$ cat config.mk
export PLATFORM = sky130hd
export DESIGN_NAME = lpmc_ctrl
export DESIGN_NICKNAME = d
export VERILOG_FILES = /design/src/verilog/lpmc_pkg.sv /design/src/verilog/lpmc_ctrl.sv /design/src/verilog/lpmc_delay.sv /design/src/verilog/lpmc_sync.sv
export SDC_FILE = /design/constraint.sdc
export NUM_CORES = 1
export LEC_CHECK = 0
export CAP_MARGIN = 20
export CELL_PAD_IN_SITES_DETAIL_PLACEMENT = 0
export CELL_PAD_IN_SITES_GLOBAL_PLACEMENT = 2
export CORE_ASPECT_RATIO = 0.6
export CORE_MARGIN = 2
export CORE_UTILIZATION = 30
export CTS_BUF_LIST = sky130_fd_sc_hd__clkbuf_8
export DETAILED_ROUTE_END_ITERATION = 16
export DONT_BUFFER_PORTS = 1
export PLACE_DENSITY_LB_ADDON = 0.1
export RECOVER_POWER = 25
export SYNTH_ARGS = -nofsm -noshare
export SYNTH_HDL_FRONTEND = slang
export SYNTH_HIERARCHICAL = 1
export SYNTH_SLANG_ARGS = --single-unit
$ cat constraint.sdc
create_clock -name ref_clk -period 5.6 [get_ports ref_clk]
set_input_delay 0.84 -clock ref_clk [delete_from_list [all_inputs] [get_ports ref_clk]]
set_output_delay 0.84 -clock ref_clk [all_outputs]
set_load 0.01 [all_outputs]
$ cat src/verilog/lpmc_pkg.sv
`default_nettype none
package lpmc_pkg;

  ////////////////////////////////////////////////////////////////////////////
  // Timing
  localparam int unsigned CLK_PERIOD_NS = 10;
  localparam int unsigned STOP_WAKE_NS = 3500;
  localparam int unsigned STOP_WAKE_CYC = STOP_WAKE_NS / CLK_PERIOD_NS;
  localparam int unsigned FREQ_GAP_NS = 5000;
  localparam int unsigned FREQ_GAP_CYC =
    (FREQ_GAP_NS + CLK_PERIOD_NS - 1) / CLK_PERIOD_NS;
  localparam int unsigned STBY_EXIT_NS = 60000;
  localparam int unsigned STBY_EXIT_CYC = STBY_EXIT_NS / CLK_PERIOD_NS;
  localparam int unsigned TMR_W = 13;

  ////////////////////////////////////////////////////////////////////////////
  // Register map
  localparam logic [7:0] OFS_CTRL = 8'h00;
  localparam logic [7:0] OFS_FREQ = 8'h04;
  localparam logic [7:0] OFS_STAT = 8'h08;
  localparam logic [7:0] OFS_MASK = 8'h0C;
  localparam logic [7:0] OFS_STATE = 8'h10;

  localparam logic [1:0] RANGE_1 = 2'h1;
  localparam logic [1:0] RANGE_2 = 2'h2;
  localparam logic [1:0] RANGE_3 = 2'h3;

  localparam logic [2:0] MODE_SLEEP = 3'h0;
  localparam logic [2:0] MODE_LPSLEEP = 3'h1;
  localparam logic [2:0] MODE_STOP_RTC = 3'h2;
  localparam logic [2:0] MODE_STOP = 3'h3;
  localparam logic [2:0] MODE_STBY_RTC = 3'h4;
  localparam logic [2:0] MODE_STBY = 3'h5;

  // Frequencies in kHz
  localparam logic [15:0] F_R1_MAX = 16'h7D00;
  localparam logic [15:0] F_R2_MAX = 16'h3E80;
  localparam logic [15:0] F_R3_MAX = 16'h1068;
  localparam logic [15:0] F_R1_WS = 16'h3E80;
  localparam logic [15:0] F_R2_WS = 16'h1F40;
  localparam logic [15:0] F_LP_MAX = 16'h0083;

  typedef struct packed {
    logic lsi_en;
    logic lse_en;
    logic pll_en;
    logic hse_en;
    logic hsi_en;
    logic msi_en;
    logic lp_run;
    logic [2:0] mode;
    logic [1:0] range;
  } lpmc_ctrl_t;

  localparam lpmc_ctrl_t CTRL_RST = 12'h042;
  localparam logic [15:0] FREQ_RST = 16'h0834;

  typedef struct packed {
    logic stby_exit;
    logic range_err;
    logic freq_err;
    logic wake;
  } lpmc_stat_t;

  typedef enum logic [2:0] {
    ST_RUN = 3'h0,
    ST_SLEEP = 3'h1,
    ST_LPRUN = 3'h3,
    ST_LPSLEEP = 3'h2,
    ST_STOP = 3'h6,
    ST_WAKE = 3'h7,
    ST_STBY = 3'h5,
    ST_STBY_EXIT = 3'h4
  } lpmc_state_t;

  typedef struct packed {
    logic rtc_evt;
    logic lptim;
    logic low_power_uart;
    logic i2c;
    logic usart;
    logic usb;
    logic comp2;
    logic comp1;
    logic voltage_detector_out;
    logic gpio;
  } lpmc_wake_t;

  typedef struct packed {
    logic cpu_clk_en;
    logic periph_clk_en;
    logic pll_en;
    logic multispeed_osc_en;
    logic msi_low_speed;
    logic fast_internal_osc_en;
    logic fast_crystal_osc_en;
    logic slow_crystal_osc_en;
    logic slow_internal_osc_en;
    logic reg_lp;
    logic reg_off;
    logic core_pwr_on;
    logic retain;
    logic core_reset;
    logic lcd_run;
    logic rtc_run;
  } lpmc_pwr_t;

  function automatic logic [15:0] freq_cap(input logic [1:0] range);
    freq_cap = (range == RANGE_1) ? F_R1_MAX :
               (range == RANGE_2) ? F_R2_MAX : F_R3_MAX;
  endfunction

  function automatic logic wait_state(input logic [1:0] range,
                                      input logic [15:0] f);
    wait_state = (range == RANGE_1) ? (f > F_R1_WS) :
                 (range == RANGE_2) ? (f > F_R2_WS) : 1'b0;
  endfunction

endpackage
`default_nettype wire

$ cat src/verilog/lpmc_ctrl.sv
// Functional notes
// - Cap CPU clock per voltage scaling range.
// - One flash wait state above range limit.
// - Sleep stops CPU only; interrupts wake.
// - Low-power run: low-speed multispeed, regulator low.
// - Low-power sleep wakes to Run, regulator on.
// - Stop with clock: fast clocks off, retain.
// - Stop without clock: all clocks off, retain.
// - Peripherals may request fast internal oscillator.
// - Event lines wake Stop within 3.5 us.
// - Stop wake sources; comparators need reference.
// - Standby: regulator off, core state lost.
// - Standby with clock: six exit causes, 60 us.
// - Standby without clock: reset or pin only.
// - Stop/Standby with clock keep clock, watchdog; display runs in Stop only.
`timescale 1ns/1ps
`default_nettype none
module lpmc_ctrl #(
  parameter int unsigned STBY_EXIT_CYC = lpmc_pkg::STBY_EXIT_CYC
) (
  // Clock and reset
  input wire logic ref_clk,
  input wire logic reset_n,
  // Register port
  input wire logic [7:0] reg_addr,
  input wire logic [31:0] reg_wdata,
  input wire logic reg_wr,
  input wire logic reg_rd,
  output logic [31:0] reg_rdata,
  output logic irq,
  // Core side
  input wire logic core_wfi,
  input wire logic periph_irq,
  // Wakeup sources, asynchronous
  input wire lpmc_pkg::lpmc_wake_t wake_src,
  input wire logic [2:0] wakeup_pin,
  input wire logic external_reset_pin_n,
  input wire logic watchdog_reset,
  input wire logic vdd_ge_171,
  input wire logic vref_on,
  input wire logic hsi_req,
  // Power and clock controls
  output lpmc_pkg::lpmc_pwr_t pwr,
  output logic [1:0] vos_range,
  output logic flash_ws,
  output logic [15:0] cpu_freq_khz
);

  typedef struct packed {
    lpmc_pkg::lpmc_state_t st;
    lpmc_pkg::lpmc_ctrl_t ctrl;
    logic [15:0] freq;
    logic [15:0] eff;
    logic ws;
    lpmc_pkg::lpmc_stat_t stat;
    lpmc_pkg::lpmc_stat_t mask;
    logic keep_rtc;
    logic [2:0] pin_q;
    logic [31:0] rdata;
    lpmc_pkg::lpmc_pwr_t pwr;
  } lpmc_ctrl_st_t;

  lpmc_ctrl_st_t q;
  lpmc_ctrl_st_t next_q;

  ////////////////////////////////////////////////////////////////////////////
  // Synchronisers and timers
  logic [17:0] sync_out;
  lpmc_pkg::lpmc_wake_t ws_s;
  logic [2:0] pin_s;
  logic ext_rst_n_s;
  logic wdg_s;
  logic vdd_ok_s;
  logic vref_s;
  logic hsi_req_s;

  lpmc_sync #(.W(18)) u_sync (
    .ref_clk(ref_clk),
    .reset_n(reset_n),
    .d({wake_src, wakeup_pin, external_reset_pin_n, watchdog_reset,
        vdd_ge_171, vref_on, hsi_req}),
    .q_sync(sync_out)
  );

  assign {ws_s, pin_s, ext_rst_n_s, wdg_s, vdd_ok_s, vref_s, hsi_req_s} =
    sync_out;

  logic wake_start;
  logic wake_done;
  logic gap_start;
  logic gap_busy;
  logic stby_start;
  logic stby_done;

  lpmc_delay #(.W(lpmc_pkg::TMR_W), .CYC(lpmc_pkg::STOP_WAKE_CYC)) u_wake (
    .ref_clk(ref_clk),
    .reset_n(reset_n),
    .start(wake_start),
    .busy(),
    .done(wake_done)
  );

  lpmc_delay #(.W(lpmc_pkg::TMR_W), .CYC(lpmc_pkg::FREQ_GAP_CYC)) u_gap (
    .ref_clk(ref_clk),
    .reset_n(reset_n),
    .start(gap_start),
    .busy(gap_busy),
    .done()
  );

  lpmc_delay #(.W(lpmc_pkg::TMR_W), .CYC(STBY_EXIT_CYC)) u_stby (
    .ref_clk(ref_clk),
    .reset_n(reset_n),
    .start(stby_start),
    .busy(),
    .done(stby_done)
  );

  ////////////////////////////////////////////////////////////////////////////
  // Wakeup qualification
  logic stop_wake;
  logic stby_wake;
  logic pin_rise;

  assign pin_rise = |(pin_s & ~q.pin_q);
  assign stop_wake = ws_s.gpio | ws_s.voltage_detector_out | ws_s.usb | ws_s.usart |
                     ws_s.i2c | ws_s.low_power_uart | ws_s.lptim |
                     ((ws_s.comp1 | ws_s.comp2) & vref_s) |
                     (ws_s.rtc_evt & q.keep_rtc);
  assign stby_wake = !ext_rst_n_s | pin_rise |
                     (q.keep_rtc & (wdg_s | ws_s.rtc_evt));

  assign gap_start = reg_wr && (reg_addr == lpmc_pkg::OFS_FREQ);
  assign wake_start = (q.st == lpmc_pkg::ST_STOP) && stop_wake;
  assign stby_start = (q.st == lpmc_pkg::ST_STBY) && stby_wake;

  ////////////////////////////////////////////////////////////////////////////
  // Next state
  logic [15:0] wfreq;
  logic [17:0] four_new;

  always_comb
  begin
    next_q = q;
    next_q.pin_q = pin_s;
    next_q.rdata = '0;
    wfreq = reg_wdata[15:0];
    four_new = {wfreq, 2'b00};

    // Register reads, status cleared by its read
    if (reg_rd)
    begin
      unique case (reg_addr)
        lpmc_pkg::OFS_CTRL: next_q.rdata = {20'h00000, q.ctrl};
        lpmc_pkg::OFS_FREQ: next_q.rdata = {16'h0000, q.freq};
        lpmc_pkg::OFS_STAT:
        begin
          next_q.rdata = {28'h0000000, q.stat};
          next_q.stat = '0;
        end
        lpmc_pkg::OFS_MASK: next_q.rdata = {28'h0000000, q.mask};
        lpmc_pkg::OFS_STATE:
          next_q.rdata = {q.eff, 8'h00, vdd_ok_s, q.keep_rtc, q.ws,
                          q.st, q.ctrl.range};
        default: next_q.rdata = '0;
      endcase
    end

    // Register writes
    if (reg_wr)
    begin
      unique case (reg_addr)
        lpmc_pkg::OFS_CTRL:
        begin
          next_q.ctrl = reg_wdata[11:0];
          if (reg_wdata[1:0] == 2'h0 ||
              (reg_wdata[1:0] == lpmc_pkg::RANGE_1 && !vdd_ok_s))
          begin
            next_q.ctrl.range = q.ctrl.range;
            next_q.stat.range_err = 1'b1;
          end
        end
        lpmc_pkg::OFS_FREQ:
        begin
          next_q.freq = wfreq;
          if (wfreq > lpmc_pkg::freq_cap(next_q.ctrl.range))
            next_q.stat.freq_err = 1'b1;
          if (gap_busy || !({2'b00, q.eff} < four_new))
            next_q.stat.freq_err = 1'b1;
        end
        lpmc_pkg::OFS_MASK: next_q.mask = reg_wdata[3:0];
        default: next_q.mask = next_q.mask;
      endcase
    end

    // Supply sag forces range two
    if (!vdd_ok_s && next_q.ctrl.range == lpmc_pkg::RANGE_1)
    begin
      next_q.ctrl.range = lpmc_pkg::RANGE_2;
      next_q.stat.range_err = 1'b1;
    end

    // Mode sequencing
    unique case (q.st)
      lpmc_pkg::ST_RUN, lpmc_pkg::ST_LPRUN:
      begin
        if (core_wfi)
        begin
          unique case (q.ctrl.mode)
            lpmc_pkg::MODE_LPSLEEP: next_q.st = lpmc_pkg::ST_LPSLEEP;
            lpmc_pkg::MODE_STOP_RTC, lpmc_pkg::MODE_STOP:
              next_q.st = lpmc_pkg::ST_STOP;
            lpmc_pkg::MODE_STBY_RTC, lpmc_pkg::MODE_STBY:
              next_q.st = lpmc_pkg::ST_STBY;
            default: next_q.st = (q.st == lpmc_pkg::ST_LPRUN) ?
                       lpmc_pkg::ST_LPSLEEP : lpmc_pkg::ST_SLEEP;
          endcase
          next_q.keep_rtc = (q.ctrl.mode == lpmc_pkg::MODE_STOP_RTC) ||
                            (q.ctrl.mode == lpmc_pkg::MODE_STBY_RTC);
        end
        else
          next_q.st = q.ctrl.lp_run ? lpmc_pkg::ST_LPRUN :
                      lpmc_pkg::ST_RUN;
      end
      lpmc_pkg::ST_SLEEP, lpmc_pkg::ST_LPSLEEP:
        if (periph_irq)
          next_q.st = lpmc_pkg::ST_RUN;
      lpmc_pkg::ST_STOP:
        if (stop_wake)
          next_q.st = lpmc_pkg::ST_WAKE;
      lpmc_pkg::ST_WAKE:
        if (wake_done)
        begin
          next_q.st = lpmc_pkg::ST_RUN;
          next_q.stat.wake = 1'b1;
        end
      lpmc_pkg::ST_STBY:
        if (stby_wake)
          next_q.st = lpmc_pkg::ST_STBY_EXIT;
      lpmc_pkg::ST_STBY_EXIT:
        if (stby_done)
        begin
          // Core state was not retained: defaults come back
          next_q.st = lpmc_pkg::ST_RUN;
          next_q.ctrl = lpmc_pkg::CTRL_RST;
          next_q.freq = lpmc_pkg::FREQ_RST;
          next_q.mask = '0;
          next_q.stat.stby_exit = 1'b1;
        end
    endcase
    if (!vdd_ok_s && next_q.ctrl.range == lpmc_pkg::RANGE_1)
      next_q.ctrl.range = lpmc_pkg::RANGE_2;

    // Effective clock and flash wait states
    next_q.eff = next_q.freq;
    if (next_q.eff > lpmc_pkg::freq_cap(next_q.ctrl.range))
      next_q.eff = lpmc_pkg::freq_cap(next_q.ctrl.range);
    if (next_q.st == lpmc_pkg::ST_LPRUN &&
        next_q.eff > lpmc_pkg::F_LP_MAX)
      next_q.eff = lpmc_pkg::F_LP_MAX;
    next_q.ws = lpmc_pkg::wait_state(next_q.ctrl.range, next_q.eff);

    // Power and clock controls per mode
    next_q.pwr = '0;
    next_q.pwr.core_pwr_on = 1'b1;
    next_q.pwr.retain = 1'b1;
    next_q.pwr.lcd_run = 1'b1;
    next_q.pwr.slow_crystal_osc_en = next_q.ctrl.lse_en;
    next_q.pwr.slow_internal_osc_en = next_q.ctrl.lsi_en;
    next_q.pwr.rtc_run = next_q.ctrl.lse_en | next_q.ctrl.lsi_en;
    unique case (next_q.st)
      lpmc_pkg::ST_RUN, lpmc_pkg::ST_SLEEP:
      begin
        next_q.pwr.cpu_clk_en = (next_q.st == lpmc_pkg::ST_RUN);
        next_q.pwr.periph_clk_en = 1'b1;
        next_q.pwr.pll_en = next_q.ctrl.pll_en;
        next_q.pwr.multispeed_osc_en = next_q.ctrl.msi_en;
        next_q.pwr.fast_internal_osc_en = next_q.ctrl.hsi_en;
        next_q.pwr.fast_crystal_osc_en = next_q.ctrl.hse_en;
      end
      lpmc_pkg::ST_LPRUN, lpmc_pkg::ST_LPSLEEP:
      begin
        next_q.pwr.cpu_clk_en = (next_q.st == lpmc_pkg::ST_LPRUN);
        next_q.pwr.periph_clk_en = 1'b1;
        next_q.pwr.multispeed_osc_en = 1'b1;
        next_q.pwr.msi_low_speed = 1'b1;
        next_q.pwr.reg_lp = 1'b1;
      end
      lpmc_pkg::ST_STOP, lpmc_pkg::ST_WAKE:
      begin
        next_q.pwr.reg_lp = 1'b1;
        next_q.pwr.fast_internal_osc_en = hsi_req_s;
        next_q.pwr.multispeed_osc_en = (next_q.st == lpmc_pkg::ST_WAKE);
        if (!next_q.keep_rtc)
        begin
          next_q.pwr.slow_crystal_osc_en = 1'b0;
          next_q.pwr.slow_internal_osc_en = 1'b0;
          next_q.pwr.rtc_run = 1'b0;
        end
      end
      lpmc_pkg::ST_STBY, lpmc_pkg::ST_STBY_EXIT:
      begin
        next_q.pwr.reg_off = (next_q.st == lpmc_pkg::ST_STBY);
        next_q.pwr.core_pwr_on = (next_q.st == lpmc_pkg::ST_STBY_EXIT);
        next_q.pwr.retain = 1'b0;
        next_q.pwr.lcd_run = 1'b0;
        next_q.pwr.core_reset = 1'b1;
        if (!next_q.keep_rtc)
        begin
          next_q.pwr.slow_crystal_osc_en = 1'b0;
          next_q.pwr.slow_internal_osc_en = 1'b0;
          next_q.pwr.rtc_run = 1'b0;
        end
      end
    endcase
  end

  always_ff @(posedge ref_clk or negedge reset_n)
  begin
    if (!reset_n)
    begin
      q <= '0;
      q.st <= lpmc_pkg::ST_RUN;
      q.ctrl <= lpmc_pkg::CTRL_RST;
      q.freq <= lpmc_pkg::FREQ_RST;
      q.eff <= lpmc_pkg::FREQ_RST;
      q.pwr.core_pwr_on <= 1'b1;
      q.pwr.retain <= 1'b1;
    end
    else
      q <= next_q;
  end

  ////////////////////////////////////////////////////////////////////////////
  // Outputs
  assign reg_rdata = q.rdata;
  assign irq = |(q.stat & q.mask);
  assign pwr = q.pwr;
  assign vos_range = q.ctrl.range;
  assign flash_ws = q.ws;
  assign cpu_freq_khz = q.eff;

  ////////////////////////////////////////////////////////////////////////////
  // Checks
  localparam int WAKE_MAX = lpmc_pkg::STOP_WAKE_CYC;
endmodule
`default_nettype wire

$ cat src/verilog/lpmc_delay.sv
`timescale 1ns/1ps
`default_nettype none
module lpmc_delay #(
  parameter int unsigned W = 13,
  parameter int unsigned CYC = 350
) (
  // Clock and reset
  input wire logic ref_clk,
  input wire logic reset_n,
  // Control
  input wire logic start,
  output logic busy,
  output logic done
);

  typedef struct packed {
    logic [W-1:0] cnt;
  } lpmc_delay_st_t;

  lpmc_delay_st_t q;
  lpmc_delay_st_t next_q;

  // Done pulses exactly CYC edges after start
  always_comb
  begin
    next_q = q;
    if (start)
      next_q.cnt = W'(CYC);
    else if (q.cnt != '0)
      next_q.cnt = q.cnt - W'(1);
  end

  always_ff @(posedge ref_clk or negedge reset_n)
  begin
    if (!reset_n)
      q <= '0;
    else
      q <= next_q;
  end

  assign busy = (q.cnt != '0);
  assign done = (q.cnt == W'(1));

endmodule
`default_nettype wire

$ cat src/verilog/lpmc_sync.sv
`timescale 1ns/1ps
`default_nettype none
module lpmc_sync #(
  parameter int W = 1
) (
  // Clock and reset
  input wire logic ref_clk,
  input wire logic reset_n,
  // Data
  input wire logic [W-1:0] d,
  output logic [W-1:0] q_sync
);

  typedef struct packed {
    logic [W-1:0] s1;
    logic [W-1:0] s2;
  } lpmc_sync_st_t;

  lpmc_sync_st_t q;
  lpmc_sync_st_t next_q;

  always_comb
  begin
    next_q.s1 = d;
    next_q.s2 = q.s1;
  end

  always_ff @(posedge ref_clk or negedge reset_n)
  begin
    if (!reset_n)
      q <= '0;
    else
      q <= next_q;
  end

  assign q_sync = q.s2;

endmodule
`default_nettype wire
# Word level (Yosys, flattened, before mapping)
# Index checks and enable logic that the tools add are counted.
dict set report word_totals {
  ff_bits 183
  input_bits 64
}
dict set report classes {
  n_addsub 3
  order_cmp 6
  n_eq_ne 32
  muxes 64
  bitwise_logic 19
  n_reduce_logical 35
}
# cell count
set op_table {}
lappend op_table {{one-hot mux 32 bit (5 select lines)} 1}
lappend op_table {{two-way mux 13 bit} 6}
lappend op_table {{two-way mux 28 bit} 2}
lappend op_table {{two-way mux 16 bit} 3}
lappend op_table {{nonzero test 13 bit} 3}
lappend op_table {{subtractor 13 x 1 -> 13 bit, second input constant} 3}
lappend op_table {{two-way mux 32 bit} 1}
lappend op_table {{two-way mux 31 bit} 1}
lappend op_table {{equality test 3 bit, second input constant} 10}
lappend op_table {{two-way mux 15 bit} 2}
lappend op_table {{two-way mux 14 bit} 2}
lappend op_table {{equality test 13 x 1 -> 1 bit, second input constant} 2}
lappend op_table {{two-way mux 4 bit} 6}
lappend op_table {{two-way mux 1 bit} 20}
lappend op_table {{equality test 3 x 2 -> 1 bit, second input constant} 6}
lappend op_table {{< comparator 16 x 18 -> 1 bit} 1}
lappend op_table {{one-hot mux 3 bit (6 select lines)} 1}
lappend op_table {{equality test 8 x 4 -> 1 bit, second input constant} 2}
lappend op_table {{> comparator 16 x 13 -> 1 bit, second input constant} 1}
lappend op_table {{> comparator 16 x 14 -> 1 bit, second input constant} 1}
lappend op_table {{> comparator 16 x 15 -> 1 bit} 1}
lappend op_table {{> comparator 16 bit} 1}
lappend op_table {{> comparator 16 x 8 -> 1 bit, second input constant} 1}
lappend op_table {{two-way mux 2 bit} 8}
lappend op_table {{other kinds (27)} 74}

# Longest topological paths before layout
# Gate-level depths: netlist of the first run.
dict set report depth {
  depth_word 25
  ltp_mapped 22
}

# Cells and area by module
# The synthesis of the first run kept the hierarchy.
# mod instances cells_per_inst area_per_inst_um2
set modules_own_cells {}
lappend modules_own_cells {lpmc_ctrl 1 659 6277.3}
lappend modules_own_cells {lpmc_sync 1 36 900.9}
lappend modules_own_cells {{lpmc_delay (u_gap)} 1 72 775.7}
lappend modules_own_cells {{lpmc_delay (u_wake)} 1 80 754.5}
lappend modules_own_cells {{lpmc_delay (u_stby)} 1 77 752.0}

# Worst setup path before layout of the first run
# No wires, ideal clock.
dict set report synth_path {
  path_kind {input -> register}
  startpoint {input port reg_addr[1]}
  endpoint {register q (netlist bit flash_ws)}
  t_arrival_ns 5.105
  required_ns 5.472
  setup_slack_ns 0.367
  cell_stages 19
  n_path_buf 3
  cell_sequence {nor3_1 nand2_1 or3_1 clkbuf_1 nor3_1 clkbuf_1 a221o_1 inv_1 ha_1 ha_1 nand4_1 inv_1 nand4_2 or4_4 buf_6 a211oi_4 o221ai_2 o2111ai_1 nand3_1}
}
# element line_no
set synth_lines {}
lappend synth_lines {{start, declared} lpmc_ctrl.sv:25} ;# input wire logic [7:0] reg_addr,
lappend synth_lines {{end signal, assigned} lpmc_ctrl.sv:331} ;# q <= next_q;
lappend synth_lines {{end, declared} lpmc_ctrl.sv:63} ;# lpmc_ctrl_st_t q;

==> impl_results.md, run 1 <==
- Run status: finished with violations
- Violations in the final reports: max-capacitance violations, max-slew violations
- Final setup slack of the worst path: 0.671 ns
- Number of nets with antenna violations after detailed routing: 0
- Pin count of the biggest net entering global routing: 138
- RePlAce Congestion: 0.851
- Number of hold violations in the final report: 0
- Cell Area, Synth: 9420 µm²
- Worst path arrival time: 5.31 ns
- Post-detailed-route DRC marker count: 0
- Number of warnings reported in the yosys synthesis log: 6
- DPL Wire Length: 21700 µm
- Crit Path Category: primary input to flip-flop
- Inserted Clock Buffers: 17
- Category of the worst setup path capture point: flip-flop
- Final WL: 29200 µm
- Initial core utilization: 0.304
- Pwr dens: 313 nW/µm²
- Total number of clock tree sinks: 183
- Met1 layer usage reported by global route: 0.303
- FMAX: 0.203 GHz
- Post_cts resized: 0
- Number of antenna violations at the first check in global routing: 0
- Sequential power share: 0.509
- Crit path time final: 4.93 ns
- Launch point of the critical path: reg_addr[7]
- TritonCTS clock tree: yes
- Combinational Power Share: 0.148
- # nets final: 980
- Full die area: 32900 µm²
- Overflow left after global routing: 0
- Finished Layout Cells: 1298
- Wire length of the first global-routing pass: 43700 µm
- I/O Pins: 132
- Root Buffer Master: clkbuf_8
- Max-cap viol count: 2
- Slew margin rel.: -1.41
- Grt peak-use layer: met1
- Number of H-tree levels: 4
- Input/output buffers: 0
- Total placed cells including tap cells: 1263
- Count of filler cells inserted in the layout: 3207
- Global-route usage over all layers: 0.184
- Met3 track demand over resource in global routing: 0.0537
- RSZ-0062 raised after global routing: no
- Clock transition time at the flip-flop clock pins of the worst setup and hold paths: 0.10 ns
- Post-Syn Instances: 919
- Met2 Use GR: 0.224
- CP Data Required Time: 5.98 ns
- Clock buffer depth: 2
- Number of global-route vias before repair: 6495
- Share of cells above drive strength 1: 0.123
- Synth Area per Inst: 10.3 µm²
- Critical-path maximum fanout: 9
- Row Count: 50
- Startpoint class of the critical path: primary input
- Internal Power: 2.17 mW
- Final count of pins violating max slew: 173
- IR drop worst, VDD: 0.000159 V
- Placeable Area: 31000 µm²
- DR vias: 6558
- Pre-CTS setup slack: 0.267 ns
- Clock Power Share: 0.343
- Relative area change from synthesis to final layout: 5.72%
- Switching power share of the total: 0.304
- Worst R2R Start: u_stby/q[5]
- Static leakage: 4.49 nW
- Tcrit/Tclk final: 0.880
- Clock latency on the worst-skew pair: 0.51 ns
- Average wire per cell in the routed design: 22.5 µm
- Iteration-0 DRC count of the detailed router: 525
- Vert. Die Dim: 141 µm
- Die span in x: 233 µm
- Worst slew pin tran: 3.62 ns
- Via count normalized by instance count: 5.05
- Iteration count of the initial detailed-routing pass: 5
- Net switching power: 0.948 mW
- HP Class: primary input to async pin
- Worst clock skew: 0.0188 ns
- Net count after synthesis: 1031
- TNS Setup: 0 ns
- Final setup fails: 0
==> per-stage QoR <==
| stage | util | total power [mW] | area [µm²] | hold WS (ns) |
|---|---|---|---|---|
| after floorplan | - | 1.93 | 9420 | 0.331 |
| after global placement | 0.306 | 2.04 | 9500 | 0.335 |
| after detailed placement | 0.306 | 2.05 | 9500 | 0.335 |
| after CTS | 0.322 | 3.16 | 10000 | 0.119 |
| after global routing | 0.321 | 3.30 | 9960 | 0.107 |
| final | 0.321 | 3.12 | 9960 | 0.173 |
==> layout by cell type (no fill, tap or decap), drive strengths merged, types with 5 or more instances in the layout <==
| master | n |
|---|---|
| and2 | 23 |
| a211oi | 10 |
| buf | 25 |
| mux2i | 26 |
| o211ai | 9 |
| nand4 | 11 |
| nor3 | 25 |
| nand2b | 12 |
| nand2 | 65 |
| clkbuf | 19 |
| o21ai | 28 |
| a211o | 7 |
| nand3 | 19 |
| bufinv | 5 |
| or3 | 13 |
| o31ai | 9 |
| dfrtp | 171 |
| dfstp | 12 |
| nor2b | 9 |
| a22oi | 6 |
| nor4 | 18 |
| inv | 60 |
| and3 | 12 |
| o41ai | 5 |
| or4 | 14 |
| a31oi | 5 |
| ha | 48 |
| xnor2 | 8 |
| a21oi | 60 |
| a21o | 13 |
| nor2 | 70 |
==> layer usage <==
layer | routed length (µm) | part of all wire | up-vias
met5 | 0 | 0 | -
met4 | 325 | 0.011 | 0
met3 | 2050 | 0.070 | 23
met2 | 10900 | 0.37 | 151
met1 | 16000 | 0.55 | 3293
li1 | - | - | 3091
==> power groups by stage <==
stage / Clock (mW) / Sequential (mW) / Combinational [mW]
after floorplan: 0 / 1.55 / 0.377
after global placement: 0 / 1.61 / 0.427
after detailed placement: 0 / 1.61 / 0.435
after CTS: 1.11 / 1.59 / 0.470
after global routing: 1.16 / 1.61 / 0.526
final: 1.07 / 1.59 / 0.462
==> worst paths after layout <==
check / to / slack (ns) / cells past startpoint
max: flash_ws / 0.67 / 16
min: pwr[3] / 0.17 / 0
max reg2reg: flash_ws / 0.76 / 16
min reg2reg: u_sync/q_sync[3] / 0.35 / 0
max in group asynchronous: q[55] / 1.99 / 1
min in group ref_clk: u_sync/next_q[11] / 0.35 / 0
==> critical path, stage by stage <==
cell and delay [ns]:
nor2_1 0.24, nand2_1 0.13, or3_1 0.39, nor3_2 0.33, o211ai_1 0.18, a221oi_1 0.58, ha_1 0.42, ha_1 0.35
nand4_1 0.09, inv_1 0.12, nand4_2 0.16, or4_4 0.63, a211oi_4 0.32, nand2b_1 0.25, a311o_1 0.21, nand3_1 0.07
==> registers in the layout, indices dropped and copies added (netlist names) <==
| signal | count |
|---|---|
| u_sync/next_q | 18 |
| u_stby/q | 13 |
| pwr | 16 |
| u_wake/q | 13 |
| vos_range | 2 |
| flash_ws | 1 |
| q | 41 |
| u_sync/q_sync | 18 |
| cpu_freq_khz | 16 |
| u_gap/q | 13 |
| reg_rdata | 32 |
==> what timing repair did <==
| action | in CTS | in global routing |
|---|---|---|
| setup buffers | 0 | 0 |
| hold endpoints to repair | 137 | 0 |
| hold buffers | 2 | 0 |
| setup endpoints to repair | 0 | 0 |
==> area by class of cell <==
class,instances,area [µm²],share of cell area
diodes,1,2.50,0.000251
clock buffers,17,234,0.0235
clock inverters,15,223,0.0224
inverters,54,203,0.0203
multi-input cells,585,3990,0.400
flip-flops and latches,183,4590,0.461
well taps,416,520,0.0522
repair buffers,27,196,0.0197
(Power assumes the default switching activity.)
==> inputs of run 2 (changes only) <==
--- a/config.mk
+++ b/config.mk
@@ -16,6 +16,7 @@
 export DONT_BUFFER_PORTS = 1
 export PLACE_DENSITY_LB_ADDON = 0.1
 export RECOVER_POWER = 25
+export SKIP_CTS_REPAIR_TIMING = 1
 export SYNTH_ARGS = -nofsm -noshare
 export SYNTH_HDL_FRONTEND = slang
 export SYNTH_HIERARCHICAL = 1
==> constraint.sdc (replaced) <==
create_clock -name ref_clk -period 5.4 [get_ports ref_clk]
set_input_delay 0.81 -clock ref_clk [delete_from_list [all_inputs] [get_ports ref_clk]]
set_output_delay 0.81 -clock ref_clk [all_outputs]
set_load 0.1 [all_outputs]
==> impl_results.md, run 2 (synthesis results as in run 1) <==
- Run status: finished with violations
- Violations in the final reports: max-capacitance violations, max-slew violations
- Clock transition time at the flip-flop clock pins of the worst setup and hold paths: 0.11 ns (about the same)
- Share of cells above drive strength 1: 0.129 (+0.00677)
- Number of global-route vias before repair: 6730 (+3.6%)
- DR vias: 6747 (+2.9%)
- Inserted Clock Buffers: 17 (unchanged)
- CP Data Required Time: 5.79 ns (-0.19 ns)
- Via count normalized by instance count: 5.17 (+2.3%)
- Register with the most flip-flops: q
- Vert. Die Dim: 141 µm (unchanged)
- Startpoint class of the critical path: primary input
- DPL Wire Length: 23000 µm (+5.8%)
- Initial core utilization: 0.304 (unchanged)
- Tcrit/Tclk final: 0.915
- RSZ-0062 raised after global routing: no
- RePlAce Congestion: 0.890 (+4.6%)
- Clock latency on the worst-skew pair: 0.51 ns (about the same)
- Kind of cell with the highest combined delay on the critical path: simple AND/OR/NAND/NOR gates
- Root Buffer Master: clkbuf_8
- Post-detailed-route DRC marker count: 0 (unchanged)
- Overflow left after global routing: 0 (unchanged)
- Iteration count of the initial detailed-routing pass: 5 (unchanged)
- Worst slew pin tran: 3.33 ns (-0.286 ns)
- Most common cell after layout, fill and taps aside: dfrtp_1
- Most prevalent standard cell on the critical path: ha_1
- Max-cap viol count: 2 (unchanged)
- Number of H-tree levels: 4 (unchanged)
- Row Count: 50 (unchanged)
- Wire length of the first global-routing pass: 45100 µm (+3.2%)
- Input/output buffers: 0 (unchanged)
- Global-route usage over all layers: 0.189 (+0.00461)
- Total number of clock tree sinks: 183 (unchanged)
- Slew margin rel.: -1.22 (+0.190)
- Placeable Area: 31000 µm² (unchanged)
- Final hold slack: 0.142 ns (-0.0314 ns)
- Static leakage: 4.47 nW (-0.32%)
- FMAX: 0.202 GHz
- Sum of routed wire segments on met1: 16800 µm (+5.3%)
- Number of hold violations in the final report: 0 (unchanged)
- Number of buffer and inverter stages on the critical path: 1 (unchanged)
- Iteration-0 DRC count of the detailed router: 550 (+4.8%)
- Relative area change from synthesis to final layout: 5.15%
- Highest signal layer in the routed design: met4
- HP Class: primary input to async pin
- IR drop worst, VDD: 0.000160 V (+0.44%)
- Total placed cells including tap cells: 1271 (+0.63%)
- Final count of pins violating max slew: 173 (unchanged)
- Routed wl met3: 2160 µm (+5.4%)
- Slowest stage delay, CP: 0.63 ns (about the same)
- Final design instance area without fill: 9910 µm² (-0.54%)
- Top library cells by usage in the layout, fill and taps aside: dfrtp_1, nor2_1, nand2_1
- Post-Place Cell Area: 9550 µm² (+0.53%)
- I/O Pins: 132 (unchanged)
- Overall power: 3.18 mW (+2.0%)
- Final WL: 30400 µm (+4.1%)
- Critical-path maximum fanout: 9 (unchanged)
- Final setup fails: 0 (unchanged)
- Number of antenna violations at the first check in global routing: 2 (+2)
- TNS Setup: 0 ns (unchanged)
- Max stage delay cell, worst path: or4_4
- Worst path cell trace: nor3_1 -> nand2_1 -> or3_1 -> nor3_2 -> o211ai_1 -> a221oi_1 -> ha_1 -> ha_1 -> nand4_1 -> inv_1 -> nand4_2 -> or4_4 -> a211oi_4 -> nand2b_1 -> a311o_1 -> nand3_1
- Amount of wire on met2 after detailed routing: 11300 µm (+3.8%)
- Launch point of the critical path: reg_addr[1]
- Worst clock skew: 0.0254 ns (+0.00653 ns)
- TritonCTS clock tree: yes
- Pin count of the biggest net entering global routing: 184 (+33%)
- Worst path arrival time: 5.33 ns (+0.02 ns)
- Crit path time final: 4.94 ns
- Worst R2R Start: u_stby/q[5]
- Pwr dens: 321 nW/µm² (+2.6%)
- Crit Path Category: primary input to flip-flop
- Finished Layout Cells: 1306 (+0.62%)
- Die span in x: 233 µm (unchanged)
- # nets final: 988 (+0.82%)
- Number of nets with antenna violations after detailed routing: 0 (unchanged)
- Full die area: 32900 µm² (unchanged)
- Category of the worst setup path capture point: flip-flop
- Clock buffer depth: 2 (unchanged)
- Average wire per cell in the routed design: 23.3 µm (+3.5%)
- Flip-flop count of the largest register after layout: 41 (unchanged)
run 2: path summary, 6_finish.rpt:
check                           slack (ns)               end  cells past startpoint
worst max register to register        0.51          flash_ws                     16
max in group asynchronous             2.08       u_gap/q[10]                      1
worst max-delay path                  0.46          flash_ws                     16
worst min register to register        0.35  u_sync/q_sync[5]                      0
worst min-delay path                  0.14            pwr[4]                      0
min in group ref_clk                  0.33  u_sync/next_q[2]                      0
run 2: per-stage QoR:
| step | utilization | worst slack [ns] |
|---|---|---|
| 2_1_floorplan | - | 0.197 |
| 3_3_place_gp | 0.308 | 0.0994 |
| 3_5_place_dp | 0.308 | 0.0796 |
| 4_1_cts | 0.319 | 0.566 |
| 5_1_grt | 0.319 | 0.151 |
| 6_report | 0.319 | 0.459 |
run 2: area by class of cell:
class                   count  area [µm²]
fillers                  3205       21100
clock inverters            15         119
inverters                  54         203
repair buffers             35         256
clock buffers              17         234
multi-input cells         585        3980
well taps                 416         520
flip-flops and latches    183        4590
diodes                      1        2.50
run 2: layer usage:
layer | up-vias | GRT usage
li1 | 3109 | -
met1 | 3448 | 0.309
met2 | 175 | 0.234
met3 | 15 | 0.0607
met4 | 0 | 0.0318
met5 | - | 0
run 2: where the power goes:
group          switching, mW  internal [mW]  leakage, nW
combinational          0.293          0.205         2.03
clock                  0.570          0.328        0.176
sequential             0.292           1.49         2.27
